===== config.mk =====
export PLATFORM = sky130hd
export DESIGN_NAME = ssp_core
export DESIGN_NICKNAME = d
export VERILOG_FILES = /design/src/rtl/ssp_clkgen.v /design/src/rtl/ssp_core.v /design/src/rtl/ssp_sync.v
export VERILOG_INCLUDE_DIRS = /design/src /design/src/rtl
export SDC_FILE = /design/constraint.sdc
export NUM_CORES = 1
export LEC_CHECK = 0
export ABC_AREA = 0
export BUFFER_PORTS_ARGS = -buffer_cell sky130_fd_sc_hd__buf_2
export CAP_MARGIN = 20
export CORE_AREA = 4 4 126 104
export DETAILED_ROUTE_END_ITERATION = 12
export DIE_AREA = 0 0 130 108
export PLACE_DENSITY_LB_ADDON = 0.12
export RECOVER_POWER = 100
export SKIP_LAST_GASP = 1
export SLEW_MARGIN = 20
export SYNTH_ARGS = -nofsm -noshare
export SYNTH_HDL_FRONTEND = slang
export SYNTH_SLANG_ARGS = --single-unit

===== constraint.sdc =====
create_clock -name ref_clk -period 3 [get_ports ref_clk]
set_input_delay 0.3 -clock ref_clk [delete_from_list [all_inputs] [get_ports ref_clk]]
set_output_delay 0.3 -clock ref_clk [all_outputs]
set_load 0.1 [all_outputs]

===== src/rtl/ssp_consts.vh =====
// Constants for the synchronous serial port core: register offsets,
// field positions, reset values and the default shift clock divider.
// Assumes a 32-bit APB register bus and a 40 MHz ref_clk.
//
// Function
// - Data shifts through a 16-bit shift register, reached via a buffer.
// - Link uses data in, data out, shift clock and active-low select.
// - Master drives the shift clock; slave takes it as an input.
// - Enable bit activates the module and claims its pins; clear disables.
// - Idle-stop bit halts the module while the system is idle.
// - Word arriving while previous is unread is dropped; overflow set.
// - Writing the buffer loads transmit holding stage and sets tx-full.
// - Moving holding stage into shift register clears tx-full.
// - Reception sets rx-full; reading the buffer clears it.
// - Master clock pin disable stops internal shift clock, pin freed.
// - Clock polarity bit sets idle level: one high, zero low.
`ifndef SSP_CONSTS_VH
`define SSP_CONSTS_VH

// ----------------------------------------------------------------------
// Register offsets (byte addresses)
// ----------------------------------------------------------------------
`define SSP_OFF_STAT        8'h00
`define SSP_OFF_CON1        8'h04
`define SSP_OFF_BUF         8'h08
`define SSP_OFF_IRQ_STAT    8'h0c
`define SSP_OFF_IRQ_MASK    8'h10

// ----------------------------------------------------------------------
// Status and control register fields
// ----------------------------------------------------------------------
`define SSP_STAT_MODULE_ENABLE  15
`define SSP_STAT_IDLE_STOP      13
`define SSP_STAT_RX_OVERFLOW    6
`define SSP_STAT_TX_FULL        1
`define SSP_STAT_RX_FULL        0

// ----------------------------------------------------------------------
// Control register one fields
// ----------------------------------------------------------------------
`define SSP_CON1_CLOCK_PIN_DISABLE    12
`define SSP_CON1_DATA_OUT_PIN_DISABLE 11
`define SSP_CON1_WORD_WIDTH_SELECT    10
`define SSP_CON1_INPUT_SAMPLE_PHASE   9
`define SSP_CON1_CLOCK_EDGE_SELECT    8
`define SSP_CON1_SELECT_PIN_ENABLE    7
`define SSP_CON1_CLOCK_IDLE_POLARITY  6
`define SSP_CON1_MASTER_ENABLE        5
`define SSP_CON1_WIDTH                13
`define SSP_CON1_RESET                13'h0000

// ----------------------------------------------------------------------
// Interrupt status and mask bits
// ----------------------------------------------------------------------
`define SSP_IRQ_RX_DONE     0
`define SSP_IRQ_TX_START    1
`define SSP_IRQ_OVERFLOW    2
`define SSP_IRQ_WIDTH       3

// ----------------------------------------------------------------------
// Data path and timing
// ----------------------------------------------------------------------
`define SSP_WORD_BITS       5'd16
`define SSP_BYTE_BITS       5'd8
`define SSP_HALF_DIV        8'd4

`endif


===== src/rtl/ssp_clkgen.v =====
// Master shift clock divider: emits a one-cycle tick every HALF_DIV
// cycles of ref_clk while run is high; each tick is one half period.
// Assumes run is a same-domain level; the count restarts when it falls.
`timescale 1ns/1ps

module ssp_clkgen #(
   parameter [7:0] HALF_DIV = 8'd4
) (
   input  wire ref_clk,  // System clock
   input  wire rst_n,    // Synchronous reset, active low
   input  wire clk_en,   // Freezes the counter while low
   input  wire run,      // Count while high
   output reg  tick_q    // One-cycle half period pulse
);

   reg [7:0] cnt_q;

   // ---------------------------------------------------------------
   // Half period counter; restart keeps the first half period full
   // ---------------------------------------------------------------
   always @(posedge ref_clk)
   begin
      if (!rst_n)
      begin
         cnt_q  <= 8'h00;
         tick_q <= 1'b0;
      end
      else if (clk_en)
      begin
         if (!run)
         begin
            cnt_q  <= 8'h00;
            tick_q <= 1'b0;
         end
         else if (cnt_q == HALF_DIV - 8'd1)
         begin
            cnt_q  <= 8'h00;
            tick_q <= 1'b1;
         end
         else
         begin
            cnt_q  <= cnt_q + 8'd1;
            tick_q <= 1'b0;
         end
      end
   end

endmodule // ssp_clkgen


===== src/rtl/ssp_core.v =====
// Synchronous serial port core with an APB register slave, a 16-bit
// shift register, transmit and receive holding stages and one interrupt.
// Assumes pins are joined to the link through outside pad logic and that
// cpu_idle comes from logic on ref_clk.
`timescale 1ns/1ps
`include "ssp_consts.vh"

module ssp_core #(
   parameter [7:0] HALF_DIV = `SSP_HALF_DIV
) (
   input  wire        ref_clk,             // System clock, 40 MHz
   input  wire        rst_n,               // Synchronous reset, active low
   input  wire        clk_en,              // Freezes all state while low
   input  wire        cpu_idle,            // System idle mode level
   input  wire        psel,                // APB select
   input  wire        penable,             // APB access phase
   input  wire        pwrite,              // APB direction, high writes
   input  wire [7:0]  paddr,               // APB byte address
   input  wire [31:0] pwdata,              // APB write data
   output reg  [31:0] prdata_q,            // APB read data
   output reg         pready_q,            // APB ready
   output reg         pslverr_q,           // APB error, unmapped address
   output reg         irq_q,               // Level interrupt
   input  wire        serial_in_pin,       // Serial data in
   output reg         serial_out_pin_o,    // Serial data out
   output reg         serial_out_pin_oe,   // Data out drive enable
   input  wire        shift_clock_pin_i,   // Shift clock pin level
   output reg         shift_clock_pin_o,   // Shift clock driven level
   output reg         shift_clock_pin_oe,  // Shift clock drive enable
   input  wire        select_n_pin         // Slave select, active low
);

   // ----------------------------------------------------------------
   // Registers
   // ----------------------------------------------------------------
   reg                       en_q;
   reg                       idle_stop_q;
   reg                       rov_q;
   reg                       tbf_q;
   reg                       rbf_q;
   reg [`SSP_CON1_WIDTH-1:0] con1_q;
   reg [15:0]                txb_q;
   reg [15:0]                rxb_q;
   reg [15:0]                sr_q;
   reg                       busy_q;
   reg [5:0]                 edge_q;
   reg [4:0]                 bits_q;
   reg                       sck_prev_q;
   reg [`SSP_IRQ_WIDTH-1:0]  irq_stat_q;
   reg [`SSP_IRQ_WIDTH-1:0]  irq_mask_q;
   reg [31:0]                rd_data;
   reg                       rd_err;

   // ----------------------------------------------------------------
   // Pin synchronisers and master clock divider
   // ----------------------------------------------------------------
   wire [2:0] pins_s;
   wire       sdi_s;
   wire       sck_s;
   wire       sel_n_s;
   wire       tick;

   ssp_sync #(
      .W (3)
   ) u_sync (
      .ref_clk (ref_clk),
      .rst_n   (rst_n),
      .clk_en  (clk_en),
      .d       ({select_n_pin, shift_clock_pin_i, serial_in_pin}),
      .q       (pins_s)
   );

   assign sdi_s   = pins_s[0];
   assign sck_s   = pins_s[1];
   assign sel_n_s = pins_s[2];

   // Configuration fields
   wire master  = con1_q[`SSP_CON1_MASTER_ENABLE];
   wire w16     = con1_q[`SSP_CON1_WORD_WIDTH_SELECT];
   wire cke     = con1_q[`SSP_CON1_CLOCK_EDGE_SELECT];
   wire clock_idle_polarity     = con1_q[`SSP_CON1_CLOCK_IDLE_POLARITY];
   wire smp_end = master & con1_q[`SSP_CON1_INPUT_SAMPLE_PHASE];
   wire select_pin_enable    = con1_q[`SSP_CON1_SELECT_PIN_ENABLE];
   wire clock_pin_disable  = con1_q[`SSP_CON1_CLOCK_PIN_DISABLE];
   wire data_out_pin_disable  = con1_q[`SSP_CON1_DATA_OUT_PIN_DISABLE];

   // Idle stop freezes the engine instead of resetting it
   wire run = en_q & ~(idle_stop_q & cpu_idle);

   ssp_clkgen #(
      .HALF_DIV (HALF_DIV)
   ) u_clkgen (
      .ref_clk (ref_clk),
      .rst_n   (rst_n),
      .clk_en  (clk_en),
      .run     (run & master & busy_q),
      .tick_q  (tick)
   );

   // ----------------------------------------------------------------
   // Shift engine decode
   // ----------------------------------------------------------------
   wire [4:0] nbits = w16 ? `SSP_WORD_BITS : `SSP_BYTE_BITS;
   wire [5:0] nedge = {nbits, 1'b0};
   wire       out_hi = w16 ? sr_q[15] : sr_q[7];
   wire       out_nx = w16 ? sr_q[14] : sr_q[6];
   wire       tx_hi  = w16 ? txb_q[15] : txb_q[7];

   // Master: even edges leave the idle level, odd edges return to it
   wire m_go   = master & busy_q & run & tick;
   wire m_edge = m_go & (edge_q < nedge);
   wire m_fin  = m_go & (edge_q == nedge);

   // Slave: edges of the received clock, qualified by the select pin
   wire selected = ~select_pin_enable | ~sel_n_s;
   wire s_ok     = ~master & run & selected;
   wire s_lead   = s_ok & (sck_prev_q == clock_idle_polarity) & (sck_s != clock_idle_polarity);
   wire s_trail  = s_ok & (sck_prev_q != clock_idle_polarity) & (sck_s == clock_idle_polarity);

   wire lead  = master ? (m_edge & ~edge_q[0]) : s_lead;
   wire trail = master ? (m_edge & edge_q[0]) : s_trail;

   // Data changes on one edge; it is sampled on the other edge, or on the changing edge when smp_end is set
   wire chg     = cke ? trail : lead;
   wire cap_mid = (cke ? lead : trail) & ~smp_end;
   wire cap_end = smp_end & m_go & (edge_q != 6'd0) & (edge_q[0] == cke)
                  & (edge_q <= nedge);
   wire cap     = cap_mid | cap_end;
   wire last    = cap & (bits_q == nbits - 5'd1);

   wire [15:0] sr_cap = {sr_q[14:0], sdi_s};

   // Loading the holding stage into the shift register
   wire start = run & ~busy_q & tbf_q & (~master | ~clock_pin_disable);

   // ----------------------------------------------------------------
   // APB decode
   // ----------------------------------------------------------------
   wire acc      = psel & penable;
   wire done     = acc & pready_q;
   wire wr_done  = done & pwrite;
   wire rd_done  = done & ~pwrite;
   wire rd_buf   = rd_done & (paddr == `SSP_OFF_BUF);
   wire wr_buf   = wr_done & (paddr == `SSP_OFF_BUF);
   wire wr_stat  = wr_done & (paddr == `SSP_OFF_STAT);

   // A word arriving while the last is unread is dropped
   wire rx_ok = last & (~rbf_q | rd_buf);
   wire rx_ov = last & rbf_q & ~rd_buf;

   // Only the bits actually returned by a status read are cleared
   wire [`SSP_IRQ_WIDTH-1:0] irq_set = {rx_ov, start, rx_ok};
   wire [`SSP_IRQ_WIDTH-1:0] irq_clr =
      (rd_done & (paddr == `SSP_OFF_IRQ_STAT)) ? prdata_q[`SSP_IRQ_WIDTH-1:0]
                                                : {`SSP_IRQ_WIDTH{1'b0}};

   // Read data and error for the addressed register
   always @*
   begin
      rd_data = 32'h0000_0000;
      rd_err  = 1'b0;
      if (paddr == `SSP_OFF_STAT)
      begin
         rd_data[`SSP_STAT_MODULE_ENABLE] = en_q;
         rd_data[`SSP_STAT_IDLE_STOP]     = idle_stop_q;
         rd_data[`SSP_STAT_RX_OVERFLOW]   = rov_q;
         rd_data[`SSP_STAT_TX_FULL]       = tbf_q;
         rd_data[`SSP_STAT_RX_FULL]       = rbf_q;
      end
      else if (paddr == `SSP_OFF_CON1)
         rd_data[`SSP_CON1_WIDTH-1:0] = con1_q;
      else if (paddr == `SSP_OFF_BUF)
         rd_data[15:0] = rxb_q;
      else if (paddr == `SSP_OFF_IRQ_STAT)
         rd_data[`SSP_IRQ_WIDTH-1:0] = irq_stat_q;
      else if (paddr == `SSP_OFF_IRQ_MASK)
         rd_data[`SSP_IRQ_WIDTH-1:0] = irq_mask_q;
      else
         rd_err = 1'b1;
   end

   // ----------------------------------------------------------------
   // APB slave: one wait state, answer registered
   // ----------------------------------------------------------------
   always @(posedge ref_clk)
   begin
      if (!rst_n)
      begin
         pready_q  <= 1'b0;
         prdata_q  <= 32'h0000_0000;
         pslverr_q <= 1'b0;
      end
      else if (clk_en)
      begin
         pready_q <= acc & ~pready_q;
         if (acc & ~pready_q)
         begin
            prdata_q  <= pwrite ? 32'h0000_0000 : rd_data;
            pslverr_q <= rd_err;
         end
         else
         begin
            pslverr_q <= 1'b0;
         end
      end
   end

   // ----------------------------------------------------------------
   // Software registers and flags; hardware set wins over clear
   // ----------------------------------------------------------------
   always @(posedge ref_clk)
   begin
      if (!rst_n)
      begin
         en_q        <= 1'b0;
         idle_stop_q <= 1'b0;
         rov_q       <= 1'b0;
         tbf_q       <= 1'b0;
         rbf_q       <= 1'b0;
         con1_q      <= `SSP_CON1_RESET;
         txb_q       <= 16'h0000;
         rxb_q       <= 16'h0000;
         irq_stat_q  <= {`SSP_IRQ_WIDTH{1'b0}};
         irq_mask_q  <= {`SSP_IRQ_WIDTH{1'b0}};
         irq_q       <= 1'b0;
      end
      else if (clk_en)
      begin
         if (wr_stat)
         begin
            en_q        <= pwdata[`SSP_STAT_MODULE_ENABLE];
            idle_stop_q <= pwdata[`SSP_STAT_IDLE_STOP];
         end
         if (wr_done & (paddr == `SSP_OFF_CON1))
            con1_q <= pwdata[`SSP_CON1_WIDTH-1:0];
         if (wr_done & (paddr == `SSP_OFF_IRQ_MASK))
            irq_mask_q <= pwdata[`SSP_IRQ_WIDTH-1:0];
         // Overflow clears when software writes a zero into it
         if (rx_ov)
            rov_q <= 1'b1;
         else if (wr_stat & ~pwdata[`SSP_STAT_RX_OVERFLOW])
            rov_q <= 1'b0;
         // A buffer write landing with a start keeps the new word pending
         if (wr_buf)
         begin
            txb_q <= pwdata[15:0];
            tbf_q <= 1'b1;
         end
         else if (start)
            tbf_q <= 1'b0;
         if (rx_ok)
         begin
            rxb_q <= w16 ? sr_cap : {8'h00, sr_cap[7:0]};
            rbf_q <= 1'b1;
         end
         else if (rd_buf)
            rbf_q <= 1'b0;
         irq_stat_q <= (irq_stat_q & ~irq_clr) | irq_set;
         irq_q      <= |(irq_stat_q & irq_mask_q);
      end
   end

   // ----------------------------------------------------------------
   // Shift engine
   // ----------------------------------------------------------------
   always @(posedge ref_clk)
   begin
      if (!rst_n)
      begin
         sr_q       <= 16'h0000;
         busy_q     <= 1'b0;
         edge_q     <= 6'd0;
         bits_q     <= 5'd0;
         sck_prev_q <= 1'b0;
         shift_clock_pin_o <= 1'b0;
         serial_out_pin_o  <= 1'b0;
      end
      else if (clk_en)
      begin
         sck_prev_q <= sck_s;
         if (!en_q)
         begin
            busy_q <= 1'b0;
            edge_q <= 6'd0;
            bits_q <= 5'd0;
            shift_clock_pin_o <= clock_idle_polarity;
         end
         else if (start)
         begin
            sr_q   <= txb_q;
            busy_q <= 1'b1;
            edge_q <= 6'd0;
            bits_q <= 5'd0;
            // Late-change mode needs the first bit out before any edge
            if (cke)
               serial_out_pin_o <= tx_hi;
         end
         else
         begin
            if (m_edge)
            begin
               shift_clock_pin_o <= ~shift_clock_pin_o;
               edge_q <= edge_q + 6'd1;
            end
            else if (m_fin)
            begin
               busy_q <= 1'b0;
               edge_q <= 6'd0;
               shift_clock_pin_o <= clock_idle_polarity;
            end
            else if (~busy_q & run)
               shift_clock_pin_o <= clock_idle_polarity;
            // A slave word starts at a leading edge; the closing trailing
            // edge must not re-arm it, or no later word could be loaded
            if (s_lead & ~busy_q)
               busy_q <= 1'b1;
            if (chg)
               serial_out_pin_o <= cap ? out_nx : out_hi;
            if (cap)
            begin
               sr_q   <= sr_cap;
               bits_q <= last ? 5'd0 : bits_q + 5'd1;
               if (last & ~master)
                  busy_q <= 1'b0;
            end
            else if (~master & select_pin_enable & sel_n_s)
               bits_q <= 5'd0;
         end
      end
   end

   // ----------------------------------------------------------------
   // Pin ownership
   // ----------------------------------------------------------------
   // Clock pin is released as plain I/O when the clock pin disable bit is set
   always @(posedge ref_clk)
   begin
      if (!rst_n)
      begin
         shift_clock_pin_oe <= 1'b0;
         serial_out_pin_oe  <= 1'b0;
      end
      else if (clk_en)
      begin
         shift_clock_pin_oe <= en_q & master & ~clock_pin_disable;
         serial_out_pin_oe  <= en_q & ~data_out_pin_disable & (master | selected);
      end
   end

endmodule // ssp_core


===== src/rtl/ssp_sync.v =====
// Two flip-flop synchroniser for a group of asynchronous pin inputs.
// Assumes the inputs are independent levels; no bus coherence is kept.
`timescale 1ns/1ps

module ssp_sync #(
   parameter W = 3
) (
   input  wire         ref_clk,  // System clock
   input  wire         rst_n,    // Synchronous reset, active low
   input  wire         clk_en,   // Freezes the stages while low
   input  wire [W-1:0] d,        // Asynchronous inputs
   output wire [W-1:0] q         // Synchronised outputs
);

   reg [W-1:0] meta_q;
   reg [W-1:0] sync_q;

   // ---------------------------------------------------------------
   // Two stages; only the second stage leaves this module
   // ---------------------------------------------------------------
   always @(posedge ref_clk)
   begin
      if (!rst_n)
      begin
         meta_q <= {W{1'b0}};
         sync_q <= {W{1'b0}};
      end
      else if (clk_en)
      begin
         meta_q <= d;
         sync_q <= meta_q;
      end
   end

   assign q = sync_q;

endmodule // ssp_sync


**Word level (Yosys, flattened, before mapping)**

Cells that the tools add are included.

- Multipliers: 0
- Magnitude comparators: 2
- Divide/modulo/power cells: 0
- Add/subtract/negate cells: 4
- Bitwise logic cells: 74
- Mux-type cells: 67
- Shift operators: 0
- Eq/ne operators: 17
- Reductions and logical operators: 22

Operators by type and width:

| cell | count |
|---|---|
| 16-bit two-way mux | 4 |
| 1-bit AND | 50 |
| 1-bit two-way mux | 41 |
| 5-bit two-way mux | 6 |
| 6-bit two-way mux | 5 |
| 13-bit two-way mux | 2 |
| 2-bit AND reduction | 11 |
| 8-bit by 4-bit == test with 1-bit output, second input constant | 2 |
| 8-bit two-way mux | 2 |
| 3-bit two-way mux | 5 |
| 1-bit NOT | 15 |
| 4-bit by 1-bit inequality test with 1-bit output, second input constant | 3 |
| 2-bit nonzero test | 5 |
| 8-bit by 1-bit adder with 8-bit output, second input constant | 1 |
| 8-bit by 2-bit == test with 1-bit output, second input constant | 1 |
| 8-bit by 3-bit == test with 1-bit output, second input constant | 1 |
| 8-bit by 5-bit == test with 1-bit output, second input constant | 1 |
| 8-bit zero test | 1 |
| 6-bit by 1-bit adder with 6-bit output, second input constant | 1 |
| 3-bit AND | 2 |
| 6-bit == test | 1 |
| 6-bit <= comparator | 1 |
| 6-bit less-than comparator | 1 |
| 3-bit AND reduction | 2 |
| 14 further kinds | 22 |

- Word-level logic and storage cells: 213
- Bits in read-only memories: 0
- Memories: 0
- Bits in latches: 0
- Register bits after elaboration: 139
- Memory bits (writable): 0
- Input bits: 50

**Logic depth before layout (Yosys ltp)**

- Depth in word-level cells: 17
- Mapped depth: 13

**By module**

A second synthesis with hierarchy kept.

- Cell total of the unflattened synthesis: 688
- Area, all modules: 5671.7 um^2

By module, submodules not included:

| module | cells each | sequential area each (um^2) | times used | area each (um^2) |
|---|---|---|---|---|
| ssp_core | 609 | 2162.1 | 1 | 4968.5 |
| ssp_clkgen | 60 | 180.2 | 1 | 474.2 |
| ssp_sync | 19 | 120.1 | 1 | 229.0 |

**Worst setup path after synthesis**

OpenSTA, ideal clock, no wires.

- Path type: flip-flop to flip-flop
- Start point: register con1_q[10]
- End point: register rxb_q[7]
- Data required time: 2.884 ns
- Slack: -0.276 ns
- Buffers on the path: 4
- Cell stages (with the launch flop): 14
- Data arrival time: 3.160 ns
- Clock period less this slack: 3.276 ns
- Cell sequence: dfxtp_1 > clkbuf_1 > buf_1 > inv_1 > ha_1 > nand2b_1 > or4b_1 > buf_2 > o21ai_2 > a221oi_2 > nor4_4 > buf_6 > mux2i_1 > nor2b_1

- Word-level cells in the longest chain between the ends: 11
- Elaborated cells on any way between the ends: 17
- Those cells by class: add/sub: 1; order compare: 2; eq/ne: 1; mux: 4; bitwise: 8; reduce/logical: 1

RTL lines:

| element | RTL line | source |
|---|---|---|
| start: declaration | ssp_core.v:41 | `` reg [`SSP_CON1_WIDTH-1:0] con1_q; `` |
| start signal: assignment | ssp_core.v:220 | `` con1_q <= `SSP_CON1_RESET; `` |
| start signal: assignment | ssp_core.v:235 | `` con1_q <= pwdata[`SSP_CON1_WIDTH-1:0]; `` |
| 5-bit two-way mux (no line) * | n/a |  |
| 6-bit less-than comparator | ssp_core.v:111 | `wire m_edge = m_go & (edge_q < nedge);` |
| 1-bit AND | ssp_core.v:111 |  |
| 1-bit AND (on tied branches) | ssp_core.v:121, ssp_core.v:120 |  |
| 1-bit two-way mux (on tied branches) | ssp_core.v:121, ssp_core.v:120 |  |
| 1-bit two-way mux | ssp_core.v:125 | `wire cap_mid = (cke ? lead : trail) & ~smp_end;` |
| 1-bit AND | ssp_core.v:125 |  |
| 1-bit OR | ssp_core.v:128 | `wire cap = cap_mid \| cap_end;` |
| 1-bit AND * | ssp_core.v:129 | `wire last = cap & (bits_q == nbits - 5'd1);` |
| 1-bit AND * | ssp_core.v:148 | `wire rx_ok = last & (~rbf_q \| rd_buf);` |
| 2-bit AND reduction (no line) * | n/a |  |
| end signal: assignment | ssp_core.v:253 | `rxb_q <= w16 ? sr_cap : {8'h00, sr_cap[7:0]};` |
| end: declaration | ssp_core.v:43 | `reg [15:0] rxb_q;` |

Mark *: on every way between the ends. The rest lies on a longest branch, timed or not.
A chain may end at the register's enable or synchronous reset.

**Worst setup path in the final report**

- Start point: register con1_q[5]
- End point: register edge_q[2]

- Word-level cells in the longest chain between the ends: 7
- Elaborated cells on any way between the ends: 13
- Those cells by class: eq/ne: 1; mux: 3; bitwise: 8; reduce/logical: 1

RTL lines:

| element | RTL line | source |
|---|---|---|
| 1-bit AND (3 in series) | ssp_core.v:110 | `wire m_go = master & busy_q & run & tick;` |
| 1-bit AND | ssp_core.v:111 |  |
| 6-bit two-way mux | ssp_core.v:300 | `if (m_edge)` |
| 6-bit two-way mux | ssp_core.v:288 | `else if (start)` |
| 6-bit two-way mux | ssp_core.v:281 | `if (!en_q)` |
| end signal: assignment | ssp_core.v:303 | `edge_q <= edge_q + 6'd1;` |
| end: declaration | ssp_core.v:46 | `reg [5:0] edge_q;` |

Parallel ways exist; a longest one is shown, timed or not.

==> metrics.cfg <==
[drt]
vias = 4970
drcViolationCount = 0
drtPass1Iterations = 6
viasPerCell = 5.50
routedWlPerCell_um = 16.3
antenna_left = 0
drt-total-wl_mm = 14.8
drt_iter0_drc = 352

[floorplanning]
die_height_um = 108
core_area_sq_um = 11900
initial_core_util = 0.492
die_w_um = 130
rows = 36
ios = 89
dieArea_sq_um = 14000

[setup_path]
arrival_ns = 3.00
crit_start = con1_q[5]
worstPathRequired_ns = 3.33
critPathLaunchType = flip-flop
r2r-start = con1_q[5]
critPathKind = reg -> reg
end_kind = flip-flop
critPathMaxFanout = 9

[timing]
fin_worst_skew_ns = 0.0112
final-hold-violation-count = 0
slew_violations = 0
slew_headroom = 0.0453
finalCritPeriodShare = 0.891
finalSetupViolations = 0
clock.fmax_mhz = 374
fin_crit_ns = 2.67
worst_slew_pin_slew_ns = 1.43
grt_setup_unrepaired = false
setup_tns_ns = 0

[synth]
netlist_top_cells_area = dfxtp_1 (42%), nand2_1 (6.8%), mux2i_1 (4.8%)
synth_area_sq_um = 5850
synth_top_area_frac = 0.421
yosysWarnings = 0
syn_inst = 690
ys_seq_area_frac = 0.421
synth-main-ff-cell = dfxtp_1
ys_async_sr_fraction = 0
yosys.area.top_type = dfxtp_1
synth-edff-count = 0
yosysMostFrequentCell = dfxtp_1
avgSynthCellArea_sq_um = 8.48
ys_seq_elements = 123
ys_types = 63
ys_top_cells_by_count = dfxtp_1 (123), nand2_1 (106), o21ai_0 (41), nor2b_1 (38)

[power]
power_frac_seq = 0.419
switching_share = 0.240
power.switching_w = 0.000942
power.leakage_nw = 2.40
totalPowerFinal_w = 0.00393
p_clk_frac = 0.525
irDropWorstVdd_mv = 0.372
combPwrFrac = 0.055
power_density_nw_per_um2 = 579
intPower_w = 0.00298

[placed_design]
io_buffer_count = 56
dp.cells = 872
placed_cell_area_sq_um = 6250
hpwl_mm = 9.96
gp_congestion = 0.860

[cells_and_area]
antenna_cells = 0
layout-drive-gt1-share = 0.120
stdcell_area_sq_um = 6780
area_growth_pct = 15.9
instances_no_fill = 904
num-nets-final = 795

[grt]
grt_overflow_total = 0
grt_max_degree = 86
antenna_found_initial = 0
grt_pass1_vias = 4764
grt_pass1_wl_mm = 24.3
grtUsageTotal = 0.219

[clocking]
clockBufferDepth = 2
clock_latency_ns = 0.42
htreeDepth = 4
numCtsBuffers = 17
cts_num_sinks = 123
cts_resized = 0
cts_tree = built
cts_setup_buffers = 0
holdBufCountCts = 0
clkTransAtPathRegs_ns = 0.06
cts_root_buf = clkbuf_16

[job]
drv_cap = 0

[hold_path]
hp-start = pwdata[14]
hold_class = in -> reg

[outcome]
status = finished clean

==> power by group through the flow <==
stage / Sequential [W] / Clock, W / Combinational, W
after global placement: 0.00168 / 0 / 0.000218
after global routing: 0.00165 / 0.00217 / 0.000231
after CTS: 0.00165 / 0.00208 / 0.000220
after detailed placement: 0.00168 / 0 / 0.000219
final: 0.00165 / 0.00206 / 0.000218
after floorplan: 0.00169 / 0 / 0.000172
==> layout make-up <==
type                            count  area, sq um
Clock buffer                       20          467
Clock inverter                     12          138
Fill cell                        1082         5110
Inverter                            8         30.0
Multi-Input combinational cell    515         3120
Sequential cell                   123         2460
Tap cell                          152          190
Timing Repair Buffer               74          379
==> worst max-delay path: stages, from the launching register on <==
cell	delay, ns
dfxtp_1	0.56
nand3_1	0.14
or2_2	0.34
a21oi_1	0.15
o21ai_0	0.29
or2_2	0.42
or3b_2	0.48
a21boi_0	0.19
==> routing by layer <==
metal  wire length (um)  GRT usage
met5                  0          0
met4                312     0.0831
met3                726     0.0474
met2               6590      0.333
met1               7150      0.306
==> path summary, 6_finish.rpt <==
| path | cells past startpoint | slack, ns | end |
|---|---|---|---|
| setup reg to reg | 7 | 0.33 | edge_q[2] |
| hold reg to reg | 2 | 0.46 | sr_q[15] |
| hold / removal | 3 | 0.13 | txb_q[14] |
| setup / recovery | 7 | 0.33 | edge_q[2] |
==> through the flow <==
stage,worst slack [ns],hold WS [ns],utilization
finish,0.328,0.133,0.570
global route,0.0717,0.152,0.570
detailed placement,0.378,0.455,0.525
floorplan,0.0528,0.432,-
global placement,0.427,0.443,0.525
CTS,0.364,0.128,0.576
==> state kept, by name (all words and copies together), names as in the netlist, 3 cells and up <==
name / cells
bits_q: 5
con1_q: 13
sr_q: 16
irq_mask_q: 3
u_clkgen.cnt_q: 8
u_sync.q: 3
u_sync.meta_q: 3
txb_q: 16
edge_q: 6
irq_stat_q: 3
rxb_q: 16
prdata_q: 16
==> kinds of logic after synthesis <==
group | count (synthesis) | share of synthesized area
buffers and inverters | 67 | 0.0562
muxes | 31 | 0.0556
xor gates and xnor gates | 7 | 0.0105
DFF | 123 | 0.421
AOI/OAI and AO/OA | 167 | 0.193
and+or+nand+nor | 288 | 0.250
adders and majority gates | 6 | 0.0128
other | 1 | 0.000641
==> cells in the final DEF, fill, tap and decap left out, types with 4 or more instances in the layout <==
cell type	synthesis	final
conb_1	1	16
and2_0	0	9
o21ai_0	41	43
mux2i_1	28	28
buf_4	16	12
clkbuf_1	36	29
nor2_1	27	27
nor2b_1	38	38
xor2_1	5	5
o211a_1	4	4
a21boi_0	36	43
o21a_1	6	6
buf_2	2	31
dfxtp_1	123	123
inv_1	7	7
nand2_1	106	106
and2_1	18	9
nor3b_1	4	4
clkbuf_16	0	17
nand2b_1	14	14
and3_1	6	6
a21oi_1	20	20
a22oi_1	27	27
nand4_1	11	11
ha_1	6	6
nand3_1	34	34
nor3_1	10	10
(Power assumes the default switching activity.)
